File: src/lasc_map.svh
// timing constants and pattern figures of the leak alarm status controller
// Notes on behaviour
// - While a leak is being sensed the controller sits in alarm mode and flashes the lamp fast.
// - Once an alarm or fault clears the controller holds a mitigation delay of five minutes.
// - Throughout the delay the lamp stays lit without flashing.
// - Two button presses inside five seconds start the verification test.
// - The verification test acts as a simulated alarm for five minutes, then returns to normal.
// - One button press during the test ends it at once and returns to normal.
// - An internal board fault shows two flashes followed by five seconds dark, repeating.
// - A sensor link fault shows three flashes followed by five seconds dark, repeating.
// - A fault reported by the sensor shows four flashes followed by five seconds dark.
// - Loss of message exchange with the sensor, unplugged included, is a link fault.
// - A sensor fault is reported only while the link works and the sensor flags a failure.
// - In normal operation the lamp is lit two seconds and dark two seconds, repeating.
// - The verification test shows the same fast flashing as a real alarm.
`ifndef LASC_MAP_SVH
`define LASC_MAP_SVH

// ****************************************
// clock and base tick
// ****************************************
`define LASC_CLK_HZ 250000000
`define LASC_FAST_MS 100
`define LASC_FAST_CYCLES ((`LASC_CLK_HZ / 1000) * `LASC_FAST_MS)
`define LASC_TICK_PER_S (1000 / `LASC_FAST_MS)

// ****************************************
// mode durations
// ****************************************
`define LASC_DELAY_MIN 5
`define LASC_TEST_MIN 5
`define LASC_DELAY_TICKS (`LASC_DELAY_MIN * 60 * `LASC_TICK_PER_S)
`define LASC_TEST_TICKS (`LASC_TEST_MIN * 60 * `LASC_TICK_PER_S)
`define LASC_PRESS_WIN_S 5
`define LASC_PRESS_WIN_TICKS (`LASC_PRESS_WIN_S * `LASC_TICK_PER_S)
`define LASC_SETTLE_S 1
`define LASC_SETTLE_TICKS (`LASC_SETTLE_S * `LASC_TICK_PER_S)

// ****************************************
// lamp patterns
// ****************************************
`define LASC_SLOW_HALF_S 2
`define LASC_SLOW_HALF_TICKS (`LASC_SLOW_HALF_S * `LASC_TICK_PER_S)
`define LASC_FLT_GAP_S 5
`define LASC_FLT_GAP_TICKS (`LASC_FLT_GAP_S * `LASC_TICK_PER_S)
`define LASC_FLASH_ON_TICKS 5
`define LASC_FLASH_STEP_TICKS 10
`define LASC_FLASH_INTERNAL 2
`define LASC_FLASH_LINK 3
`define LASC_FLASH_SENSOR 4
`define LASC_FAST_PERIOD 2

// ****************************************
// widths and reset values
// ****************************************
`define LASC_TMR_W 12
`define LASC_PAT_W 8
`define LASC_PRE_W 32
`define LASC_LED_RST 1'b0

`endif

File: src/lasc_pkg.sv
// types shared by the leak alarm status controller
package lasc_pkg;

    // controller modes
    typedef enum logic [2:0] {
        MD_NORMAL,
        MD_ALARM,
        MD_DELAY,
        MD_TEST,
        MD_FAULT
    } lasc_mode_t;

    // fault class shown on the lamp
    typedef enum logic [1:0] {
        FLT_NONE,
        FLT_INTERNAL,
        FLT_LINK,
        FLT_SENSOR
    } lasc_fault_t;

    // sensed conditions
    typedef struct packed {
        logic leak;
        logic linkOk;
        logic sensorFail;
        logic boardFail;
    } lasc_sense_t;

endpackage

File: src/lasc_top.sv
// leak alarm mode controller driving the status lamp
`include "lasc_map.svh"

module lasc_top #(
    parameter int FAST_CYCLES = `LASC_FAST_CYCLES
) (
    // clock and reset
    input wire logic clk,
    input wire logic rst,
    // sensed conditions
    input lasc_pkg::lasc_sense_t sense,
    // service button, high while pressed
    input wire logic button,
    // status outputs
    output logic ledOut,
    output lasc_pkg::lasc_mode_t modeOut,
    output lasc_pkg::lasc_fault_t faultOut
);

    // ****************************************
    // state
    // ****************************************
    logic [`LASC_PRE_W-1:0] preCnt_reg;
    logic fastTick_reg;
    logic btnPrev_reg;
    logic pressEdge;
    logic [`LASC_PAT_W-1:0] settleCnt_reg;
    logic startupDone_reg;
    lasc_pkg::lasc_fault_t fault_reg;
    lasc_pkg::lasc_fault_t fault_next;
    logic faultAny;
    logic pressArmed_reg;
    logic [`LASC_PAT_W-1:0] pressWin_reg;
    lasc_pkg::lasc_mode_t mode_reg;
    lasc_pkg::lasc_mode_t mode_next;
    logic [`LASC_TMR_W-1:0] timer_reg;
    logic [`LASC_PAT_W-1:0] patCnt_reg;
    logic [`LASC_PAT_W-1:0] patPeriod;
    logic ledOut_reg;
    logic ledOut_next;

    // ****************************************
    // decoding helpers
    // ****************************************
    function automatic logic [`LASC_PAT_W-1:0] flashCount(input lasc_pkg::lasc_fault_t f);
        unique case (f)
            lasc_pkg::FLT_INTERNAL: flashCount = `LASC_PAT_W'(`LASC_FLASH_INTERNAL);
            lasc_pkg::FLT_LINK: flashCount = `LASC_PAT_W'(`LASC_FLASH_LINK);
            lasc_pkg::FLT_SENSOR: flashCount = `LASC_PAT_W'(`LASC_FLASH_SENSOR);
            lasc_pkg::FLT_NONE: flashCount = '0;
        endcase
    endfunction

    function automatic logic [`LASC_PAT_W-1:0] flashSpan(input lasc_pkg::lasc_fault_t f);
        flashSpan = `LASC_PAT_W'(flashCount(f) * `LASC_PAT_W'(`LASC_FLASH_STEP_TICKS));
    endfunction

    // ****************************************
    // base tick
    // ****************************************
    always_ff @(posedge clk) begin
        if (rst) begin
            preCnt_reg <= '0;
            fastTick_reg <= 1'b0;
        end else if (preCnt_reg == `LASC_PRE_W'(FAST_CYCLES - 1)) begin
            preCnt_reg <= '0;
            fastTick_reg <= 1'b1;
        end else begin
            preCnt_reg <= preCnt_reg + 1'b1;
            fastTick_reg <= 1'b0;
        end
    end

    // ****************************************
    // button edge
    // ****************************************
    always_ff @(posedge clk) begin
        if (rst) begin
            btnPrev_reg <= 1'b0;
        end else begin
            btnPrev_reg <= button;
        end
    end
    assign pressEdge = button & ~btnPrev_reg;

    // ****************************************
    // startup settling
    // ****************************************
    // settle before faults
    always_ff @(posedge clk) begin
        if (rst) begin
            settleCnt_reg <= '0;
            startupDone_reg <= 1'b0;
        end else if (fastTick_reg && !startupDone_reg) begin
            if (settleCnt_reg == `LASC_PAT_W'(`LASC_SETTLE_TICKS - 1)) begin
                startupDone_reg <= 1'b1;
            end
            settleCnt_reg <= settleCnt_reg + 1'b1;
        end
    end

    // ****************************************
    // fault classification
    // ****************************************
    always_comb begin
        fault_next = lasc_pkg::FLT_NONE;
        if (startupDone_reg) begin
            if (sense.boardFail) begin
                fault_next = lasc_pkg::FLT_INTERNAL;
            end else if (!sense.linkOk) begin
                fault_next = lasc_pkg::FLT_LINK;
            end else if (sense.sensorFail) begin
                fault_next = lasc_pkg::FLT_SENSOR;
            end
        end
    end

    always_ff @(posedge clk) begin
        if (rst) begin
            fault_reg <= lasc_pkg::FLT_NONE;
        end else begin
            fault_reg <= fault_next;
        end
    end
    assign faultAny = fault_reg != lasc_pkg::FLT_NONE;

    // ****************************************
    // double press window
    // ****************************************
    // press window
    always_ff @(posedge clk) begin
        if (rst) begin
            pressArmed_reg <= 1'b0;
            pressWin_reg <= '0;
        end else if (mode_reg != lasc_pkg::MD_NORMAL || mode_next != lasc_pkg::MD_NORMAL) begin
            pressArmed_reg <= 1'b0;
            pressWin_reg <= '0;
        end else if (!pressArmed_reg) begin
            pressArmed_reg <= pressEdge;
            pressWin_reg <= '0;
        end else if (fastTick_reg) begin
            if (pressWin_reg == `LASC_PAT_W'(`LASC_PRESS_WIN_TICKS - 1)) begin
                pressArmed_reg <= 1'b0;
            end
            pressWin_reg <= pressWin_reg + 1'b1;
        end
    end

    // ****************************************
    // mode selection
    // ****************************************
    always_comb begin
        mode_next = mode_reg;
        unique case (mode_reg)
            lasc_pkg::MD_NORMAL: begin
                if (sense.leak) begin
                    mode_next = lasc_pkg::MD_ALARM;
                end else if (faultAny) begin
                    mode_next = lasc_pkg::MD_FAULT;
                end else if (pressEdge && pressArmed_reg) begin
                    mode_next = lasc_pkg::MD_TEST;
                end
            end
            lasc_pkg::MD_ALARM: begin
                if (!sense.leak) begin
                    mode_next = lasc_pkg::MD_DELAY;
                end
            end
            lasc_pkg::MD_DELAY: begin
                if (sense.leak) begin
                    mode_next = lasc_pkg::MD_ALARM;
                end else if (fastTick_reg
                        && timer_reg == `LASC_TMR_W'(`LASC_DELAY_TICKS - 1)) begin
                    mode_next = faultAny ? lasc_pkg::MD_FAULT : lasc_pkg::MD_NORMAL;
                end
            end
            lasc_pkg::MD_TEST: begin
                if (sense.leak) begin
                    mode_next = lasc_pkg::MD_ALARM;
                end else if (faultAny) begin
                    mode_next = lasc_pkg::MD_FAULT;
                end else if (pressEdge) begin
                    mode_next = lasc_pkg::MD_NORMAL;
                end else if (fastTick_reg
                        && timer_reg == `LASC_TMR_W'(`LASC_TEST_TICKS - 1)) begin
                    mode_next = lasc_pkg::MD_NORMAL;
                end
            end
            lasc_pkg::MD_FAULT: begin
                if (sense.leak) begin
                    mode_next = lasc_pkg::MD_ALARM;
                end else if (!faultAny) begin
                    mode_next = lasc_pkg::MD_DELAY;
                end
            end
            default: mode_next = lasc_pkg::MD_NORMAL;
        endcase
    end

    always_ff @(posedge clk) begin
        if (rst) begin
            mode_reg <= lasc_pkg::MD_NORMAL;
        end else begin
            mode_reg <= mode_next;
        end
    end

    // ****************************************
    // mode timer
    // ****************************************
    always_ff @(posedge clk) begin
        if (rst || mode_next != mode_reg) begin
            timer_reg <= '0;
        end else if (fastTick_reg && timer_reg != '1) begin
            timer_reg <= timer_reg + 1'b1;
        end
    end

    // ****************************************
    // lamp pattern
    // ****************************************
    always_comb begin
        unique case (mode_reg)
            lasc_pkg::MD_NORMAL: patPeriod = `LASC_PAT_W'(2 * `LASC_SLOW_HALF_TICKS);
            lasc_pkg::MD_FAULT: patPeriod = `LASC_PAT_W'(flashSpan(fault_reg)
                - `LASC_PAT_W'(`LASC_FLASH_STEP_TICKS - `LASC_FLASH_ON_TICKS)
                + `LASC_PAT_W'(`LASC_FLT_GAP_TICKS));
            default: patPeriod = `LASC_PAT_W'(`LASC_FAST_PERIOD);
        endcase
    end

    always_ff @(posedge clk) begin
        if (rst || mode_next != mode_reg || fault_next != fault_reg) begin
            patCnt_reg <= '0;
        end else if (fastTick_reg) begin
            if (patCnt_reg >= patPeriod - 1'b1) begin
                patCnt_reg <= '0;
            end else begin
                patCnt_reg <= patCnt_reg + 1'b1;
            end
        end
    end

    always_comb begin
        ledOut_next = `LASC_LED_RST;
        unique case (mode_reg)
            lasc_pkg::MD_NORMAL: ledOut_next = patCnt_reg < `LASC_PAT_W'(`LASC_SLOW_HALF_TICKS);
            lasc_pkg::MD_ALARM: ledOut_next = patCnt_reg == '0;
            lasc_pkg::MD_TEST: ledOut_next = patCnt_reg == '0;
            lasc_pkg::MD_DELAY: ledOut_next = 1'b1;
            lasc_pkg::MD_FAULT: ledOut_next = patCnt_reg < flashSpan(fault_reg)
                && (patCnt_reg % `LASC_PAT_W'(`LASC_FLASH_STEP_TICKS))
                < `LASC_PAT_W'(`LASC_FLASH_ON_TICKS);
            default: ledOut_next = `LASC_LED_RST;
        endcase
    end

    always_ff @(posedge clk) begin
        if (rst) begin
            ledOut_reg <= `LASC_LED_RST;
        end else begin
            ledOut_reg <= ledOut_next;
        end
    end

    // ****************************************
    // outputs
    // ****************************************
    assign ledOut = ledOut_reg;
    assign modeOut = mode_reg;
    assign faultOut = fault_reg;

    // ****************************************
    // checks
    // ****************************************
    // leak forces alarm
    leak_alarm_a: assert property (@(posedge clk) disable iff (rst)
        sense.leak |=> mode_reg == lasc_pkg::MD_ALARM)
        else $error("leak did not enter alarm");
    delay_entry_a: assert property (@(posedge clk) disable iff (rst)
        mode_reg == lasc_pkg::MD_ALARM && !sense.leak |=> mode_reg == lasc_pkg::MD_DELAY)
        else $error("alarm clear did not enter delay");
    // without a leak, delay ends only at its full count
    delay_exit_a: assert property (@(posedge clk) disable iff (rst)
        mode_reg == lasc_pkg::MD_DELAY && !sense.leak && mode_next != lasc_pkg::MD_DELAY
        |-> fastTick_reg && timer_reg == `LASC_TMR_W'(`LASC_DELAY_TICKS - 1))
        else $error("delay left early");
    delay_lamp_a: assert property (@(posedge clk) disable iff (rst)
        mode_reg == lasc_pkg::MD_DELAY ##1 mode_reg == lasc_pkg::MD_DELAY |-> ledOut_reg)
        else $error("lamp dark in delay");
    test_entry_a: assert property (@(posedge clk) disable iff (rst)
        mode_reg == lasc_pkg::MD_NORMAL && !sense.leak && !faultAny
        && pressArmed_reg && pressEdge |=> mode_reg == lasc_pkg::MD_TEST)
        else $error("double press did not start test");
    test_limit_a: assert property (@(posedge clk) disable iff (rst)
        mode_reg == lasc_pkg::MD_TEST |-> timer_reg < `LASC_TMR_W'(`LASC_TEST_TICKS))
        else $error("test overran");
    test_abort_a: assert property (@(posedge clk) disable iff (rst)
        mode_reg == lasc_pkg::MD_TEST && pressEdge && !sense.leak && !faultAny
        |=> mode_reg == lasc_pkg::MD_NORMAL)
        else $error("press did not end test");
    sensor_gate_a: assert property (@(posedge clk) disable iff (rst)
        fault_reg == lasc_pkg::FLT_SENSOR |-> $past(sense.linkOk) && $past(sense.sensorFail))
        else $error("sensor fault without link");
    startup_quiet_a: assert property (@(posedge clk) disable iff (rst)
        !startupDone_reg |-> mode_reg != lasc_pkg::MD_FAULT && !faultAny)
        else $error("fault shown before settling");
    fault_gap_a: assert property (@(posedge clk) disable iff (rst)
        mode_reg == lasc_pkg::MD_FAULT && patCnt_reg >= flashSpan(fault_reg)
        |=> !ledOut_reg)
        else $error("lamp lit in fault gap");

endmodule

File: config.mk
export PLATFORM = sky130hd
export DESIGN_NAME = lasc_top
export DESIGN_NICKNAME = d
export VERILOG_FILES = /design/src/lasc_pkg.sv /design/src/lasc_top.sv
export VERILOG_INCLUDE_DIRS = /design/src /design/src/src
export SDC_FILE = /design/constraint.sdc
export NUM_CORES = 1
export LEC_CHECK = 0
export ABC_AREA = 1
export BUFFER_PORTS_ARGS = -buffer_cell sky130_fd_sc_hd__buf_4
export CORE_UTILIZATION = 50
export CTS_CLUSTER_SIZE = 12
export DETAILED_ROUTE_END_ITERATION = 10
export HOLD_SLACK_MARGIN = 0.06
export PLACE_DENSITY = 0.63
export SLEW_MARGIN = 20
export SYNTH_ARGS = -nofsm -noshare
export SYNTH_HDL_FRONTEND = slang
export SYNTH_SLANG_ARGS = --single-unit
File: constraint.sdc
create_clock -name clk -period 8.5 [get_ports clk]
set_input_delay 1.275 -clock clk [delete_from_list [all_inputs] [get_ports clk]]
set_output_delay 1.275 -clock clk [all_outputs]
set_load 0.005 [all_outputs]
* Word-level counts from Yosys, hierarchy flattened
Cells that the tools add are included.
** Storage, ports and cells
- Bits in registers :: 78
- Input bits :: 7
- Output and inout port bits :: 6
- Word-level logic and storage cells :: 90
** Cells by class
- Add/sub/neg operators :: 8
- Multipliers :: 1
- Divide/modulo/power cells :: 1
- $lt $le $gt $ge :: 4
- Equal/unequal tests :: 14
- Muxes and demuxes :: 27
- Bitwise operators :: 3
- Reductions and logical operators :: 20
** Operator list (number)
- $mux 3 :: 13
- $add 32x1->32 const B :: 1
- $eq 32x25->1 const B :: 1
- $pmux 8 s4 :: 1
- $add 8x1->8 const B :: 3
- $mux 8 :: 2
- $pmux 8 s2 :: 1
- $pmux 3 s5 :: 1
- $add 12x1->12 const B :: 1
- $eq 12x12->1 const B :: 1
- $ne 12x12->1 const B :: 1
- $add 8x6->8 const B :: 1
- $eq 8x4->1 const B :: 1
- $eq 8x6->1 const B :: 1
- $ge 8x8->1 :: 1
- $logic_not 8->1 :: 1
- $lt 8x3->1 const B :: 1
- $lt 8x5->1 const B :: 1
- $lt 8x8->1 :: 1
- $mod 8x4->8 const B :: 1
- $mul 8x3->7 const B :: 1
- $mux 2 :: 4
- $sub 8x1->8 const B :: 1
- $sub 8x3->8 const B :: 1
- 21 further kinds :: 36

* Logic depth before layout (Yosys ltp)
- Depth in word-level cells :: 10
- Mapped depth :: 24
- Depth with buffers taken out :: 24

* Worst setup path before layout
No wires, ideal clock.
- Path kind :: flip-flop to flip-flop
- From :: reg fault_reg[0], in the netlist faultOut[0]
- To :: reg patCnt_reg[1]
- Setup time :: 0.122 ns
- Data arrival time :: 2.646 ns
- Required time :: 8.378 ns
- Setup slack :: 5.731 ns
- Stages on the path, launching flop included :: 19
- Period minus slack after synthesis :: 2.769 ns
- Path through :: dfxtp_1 > inv_1 > ha_1 > ha_1 > xnor2_1 > nor2_1 > o311ai_0 > a31oi_1 > o21ai_0 > ha_1 > nand2_1 > nor2_1 > nand4_1 > nand3_1 > inv_1 > nand3_1 > o21ai_0 > inv_1 > nor2_1
** Between the ends
- Cells in the longest elaborated chain, start to end :: 10
- Elaborated cells on any way between the ends :: 28
- Classes of those cells :: add/sub (3); mul (1); order compare (1); eq/ne (5); mux (14); reduce/logical (4)
** RTL lines
- start: declaration :: RTL line lasc_top.sv:29 : lasc_pkg::lasc_fault_t fault_reg;
- start signal: assignment :: RTL line lasc_top.sv:120 : fault_reg <= lasc_pkg::FLT_NONE;
- start signal: assignment :: RTL line lasc_top.sv:122 : fault_reg <= fault_next;
- $eq 2x2->1, or another cell as far along :: RTL line lasc_top.sv:46 : unique case (f)
- $pmux 8 s4 :: RTL line lasc_top.sv:46
- $mux 8 :: RTL line lasc_top.sv:223 : unique case (mode_reg)
- $mul 8x3->7 :: RTL line lasc_top.sv:55 : flashSpan = `LASC_PAT_W'(flashCount(f) * `LASC_PAT_W'(`LASC_FLASH_STEP_TICKS));
- $sub 8x3->8 :: RTL line lasc_top.sv:225 : lasc_pkg::MD_FAULT: patPeriod = `LASC_PAT_W'(flashSpan(fault_reg)
- $add 8x6->8 :: RTL line lasc_top.sv:225
- $pmux 8 s2 :: RTL line lasc_top.sv:223
- $sub 8x1->8 :: RTL line lasc_top.sv:236 : if (patCnt_reg >= patPeriod - 1'b1) begin
- $ge 8x8->1 :: RTL line lasc_top.sv:236
- $mux 8 :: RTL line lasc_top.sv:236
- end signal: assignment :: RTL line lasc_top.sv:239 : patCnt_reg <= patCnt_reg + 1'b1;
- end: declaration :: RTL line lasc_top.sv:37 : logic [`LASC_PAT_W-1:0] patCnt_reg;
Parallel ways exist; a longest one is shown, timed or not. The select of a mux whose other input is x is not followed.
A chain may end at the register's enable or synchronous reset.

* Worst setup path after layout
Same ends and word-level chain as after synthesis.

==> reports/metrics.cfg <==
[layout]
fillers=923
multi_input_area_um2=2850
nets=730
seq_area_um2=1560
syn2layout_area_growth_pct=8.87
drive_above_1_share=0.115
largest_reg_flops=32
n_antenna_cell=0

[clock_tree]
cts_tree=built
clockBufferDepth=2
cts_buffers=9
cts_hold_buf=0
clk_latency_ns=0.36
cts_setup_buffers=0
htreeDepth=3
path_clk_slew_ns=0.08
cts_resized=0
cts_root_buf=clkbuf_8
cts.sinks=78

[grt]
antenna_found_initial=0
grt-ovfl-total=0
grt_pass1_wl_mm=17.3
grt_max_degree=32
grt_pass1_vias=4024
gr-usage-all-layers=0.212

[sta]
hold_violations=0
worst_pin_slew_ns=0.606
relSlewSlack=0.594
setup_violations=0
report.final.slew_viol_count=0
min_period_ns=3.17
setup_ws_ns=5.33
rsz0062_at_grt=no
skew_ns=0.0130
max_freq_mhz=316
finalSetupTns_ns=0
fin_crit_sh=0.373

[route]
viasPerCell=5.12
drt_drc_violations_left=0
first_iter_violations=133
vias=4228
ant_nets=0
postRouteWirelength_mm=9.67
routedWlPerCell_um=11.7
firstDrtPassIters=4

[power]
power.density_nw_per_um2=139
p_leak_uw=0.00213
vdd_ir_drop_max_mv=0.0842

[worst_setup_path]
arrival_ns=3.41
worstSetupPathType=register to register
start_kind=register
cp_max_fo=7
end_kind=register
critPathRequiredTime_ns=8.74

[logic_synthesis]
synthTopCellsByCount=118 x nand2_1, 89 x nor2_1, 86 x inv_1, 78 x dfxtp_1, 37 x a21oi_1
syn_area_um2=4830
synth-compound-area-share=0.0902
synth-edff-count=0
synth.avg_cell_area_um2=7.10
yosysUniqueCellTypes=46
synth-xor-area-share=0.0526
synthTopCellsByArea=dfxtp_1 32%, nand2_1 9.2%, ha_1 8.0%, nor2_1 6.9%, inv_1 6.7%
yosysSeqAreaShare=0.324
yosysWarnings=0
yosys.area.top_type=dfxtp_1
async_flop_share=0
ys_ff_latch=78
synth_top_area_frac=0.324
synthAdderAreaFrac=0.0804
synth_top_family_by_area=simple AND/OR/NAND/NOR gates
syn_nets=718
synthSimpleGateAreaFrac=0.366
synth_most_common_cell=nand2_1
synth_mux_area_frac=0
synth_top_flop_cell=dfxtp_1
syn_inst=680

[floorplanning]
core_area_um2=9280
dieHeight_um=100
die_w_um=100
rows=35
dieArea_um2=10000
io_pins=13
start_util=0.520

[flow_run]
cap_violations=0

[hold_path]
hold_class=register to register

[status]
status=complete, no violations

[placement]
gp_congestion=0.837
dp_hpwl_mm=7.32
pre_cts_ws_ns=5.35
port_buffers=12

[critical path, cell delays in order (launching register included)]
cell      delay [ns]
dfxtp_1         0.45
inv_1           0.13
ha_1            0.27
ha_1            0.33
xnor2_1         0.15
nor2_1          0.09
o311ai_0        0.15
a31oi_1         0.16
o21ai_0         0.11
ha_1            0.31
nand2_1         0.05
nor2_1          0.12
nand4_1         0.09
nand3_1         0.26
inv_1           0.11
nand3_1         0.08
o21ai_0         0.08
inv_1           0.07
nor2_1          0.04
[routing by layer]
layer  share of wire  up-vias  track usage  wire length, um
met1            0.48     1883        0.260             4670
met4           0.015        0       0.0769              144
met2            0.46       63        0.371             4490
met5               0        -            0                0
li1                -     2269            -                -
met3           0.037       13       0.0383              358
[area by class of cell]
cell class	count	share of cell area
Clock buffer	11	0.0269
Sequential cell	78	0.297
Multi-Input combinational cell	492	0.542
Timing Repair Buffer	12	0.0171
Tap cell	129	0.0307
Clock inverter	5	0.0155
Inverter	99	0.0707
[stage by stage]
stage          cell area (um2)   util  cells  power, uW  hold WS [ns]
2_1_floorplan             4830      -    680        413         0.430
3_3_place_gp              5030  0.542    810        426         0.447
3_5_place_dp              5030  0.542    810        426         0.458
4_1_cts                   5250  0.566    826        740         0.479
5_1_grt                   5250  0.566    826        762         0.500
6_report                  5250  0.566    826        729         0.470
[worst paths after layout]
check | from | end | slack, ns | depth (start not counted)
setup / recovery | faultOut[0] | patCnt_reg[1] | 5.33 | 18
setup reg to reg | faultOut[0] | patCnt_reg[1] | 5.33 | 18
hold reg to reg | preCnt_reg[0] | preCnt_reg[0] | 0.47 | 1
hold / removal | preCnt_reg[0] | preCnt_reg[0] | 0.47 | 1
[where the power goes]
group	switching (uW)	total [uW]	internal (uW)	leakage [uW]
registers	2.40	371	368	0.000630
logic	30.9	46.6	15.7	0.00139
clock network	138	312	174	0.000110
[placed cells by master, fill, tap and decap left out, types with 4 or more instances in the layout]
| cell type | count |
|---|---|
| buf_4 | 12 |
| nand3_2 | 4 |
| o21a_1 | 6 |
| dfxtp_1 | 78 |
| nand2_2 | 15 |
| o21ai_0 | 14 |
| a31oi_1 | 6 |
| nor3b_1 | 13 |
| nand2_1 | 117 |
| nor2_4 | 5 |
| xnor2_1 | 6 |
| nand3_1 | 34 |
| ha_1 | 31 |
| inv_2 | 12 |
| xor2_1 | 23 |
| nor3_1 | 27 |
| nor2_1 | 89 |
| nor4_1 | 13 |
| a21oi_1 | 37 |
| nand4_1 | 23 |
| inv_1 | 86 |
| clkbuf_8 | 10 |
[logic make-up (layout without fill, tap and decap cells)]
| logic type | Yosys count | in the layout |
|---|---|---|
| flops | 78 | 78 |
| fa+ha+maj | 31 | 31 |
| compound gates | 75 | 75 |
| simple gates | 357 | 357 |
| xor+xnor | 29 | 29 |
| buf+inv | 110 | 127 |
Note: power is estimated with default switching activity, not from simulation.
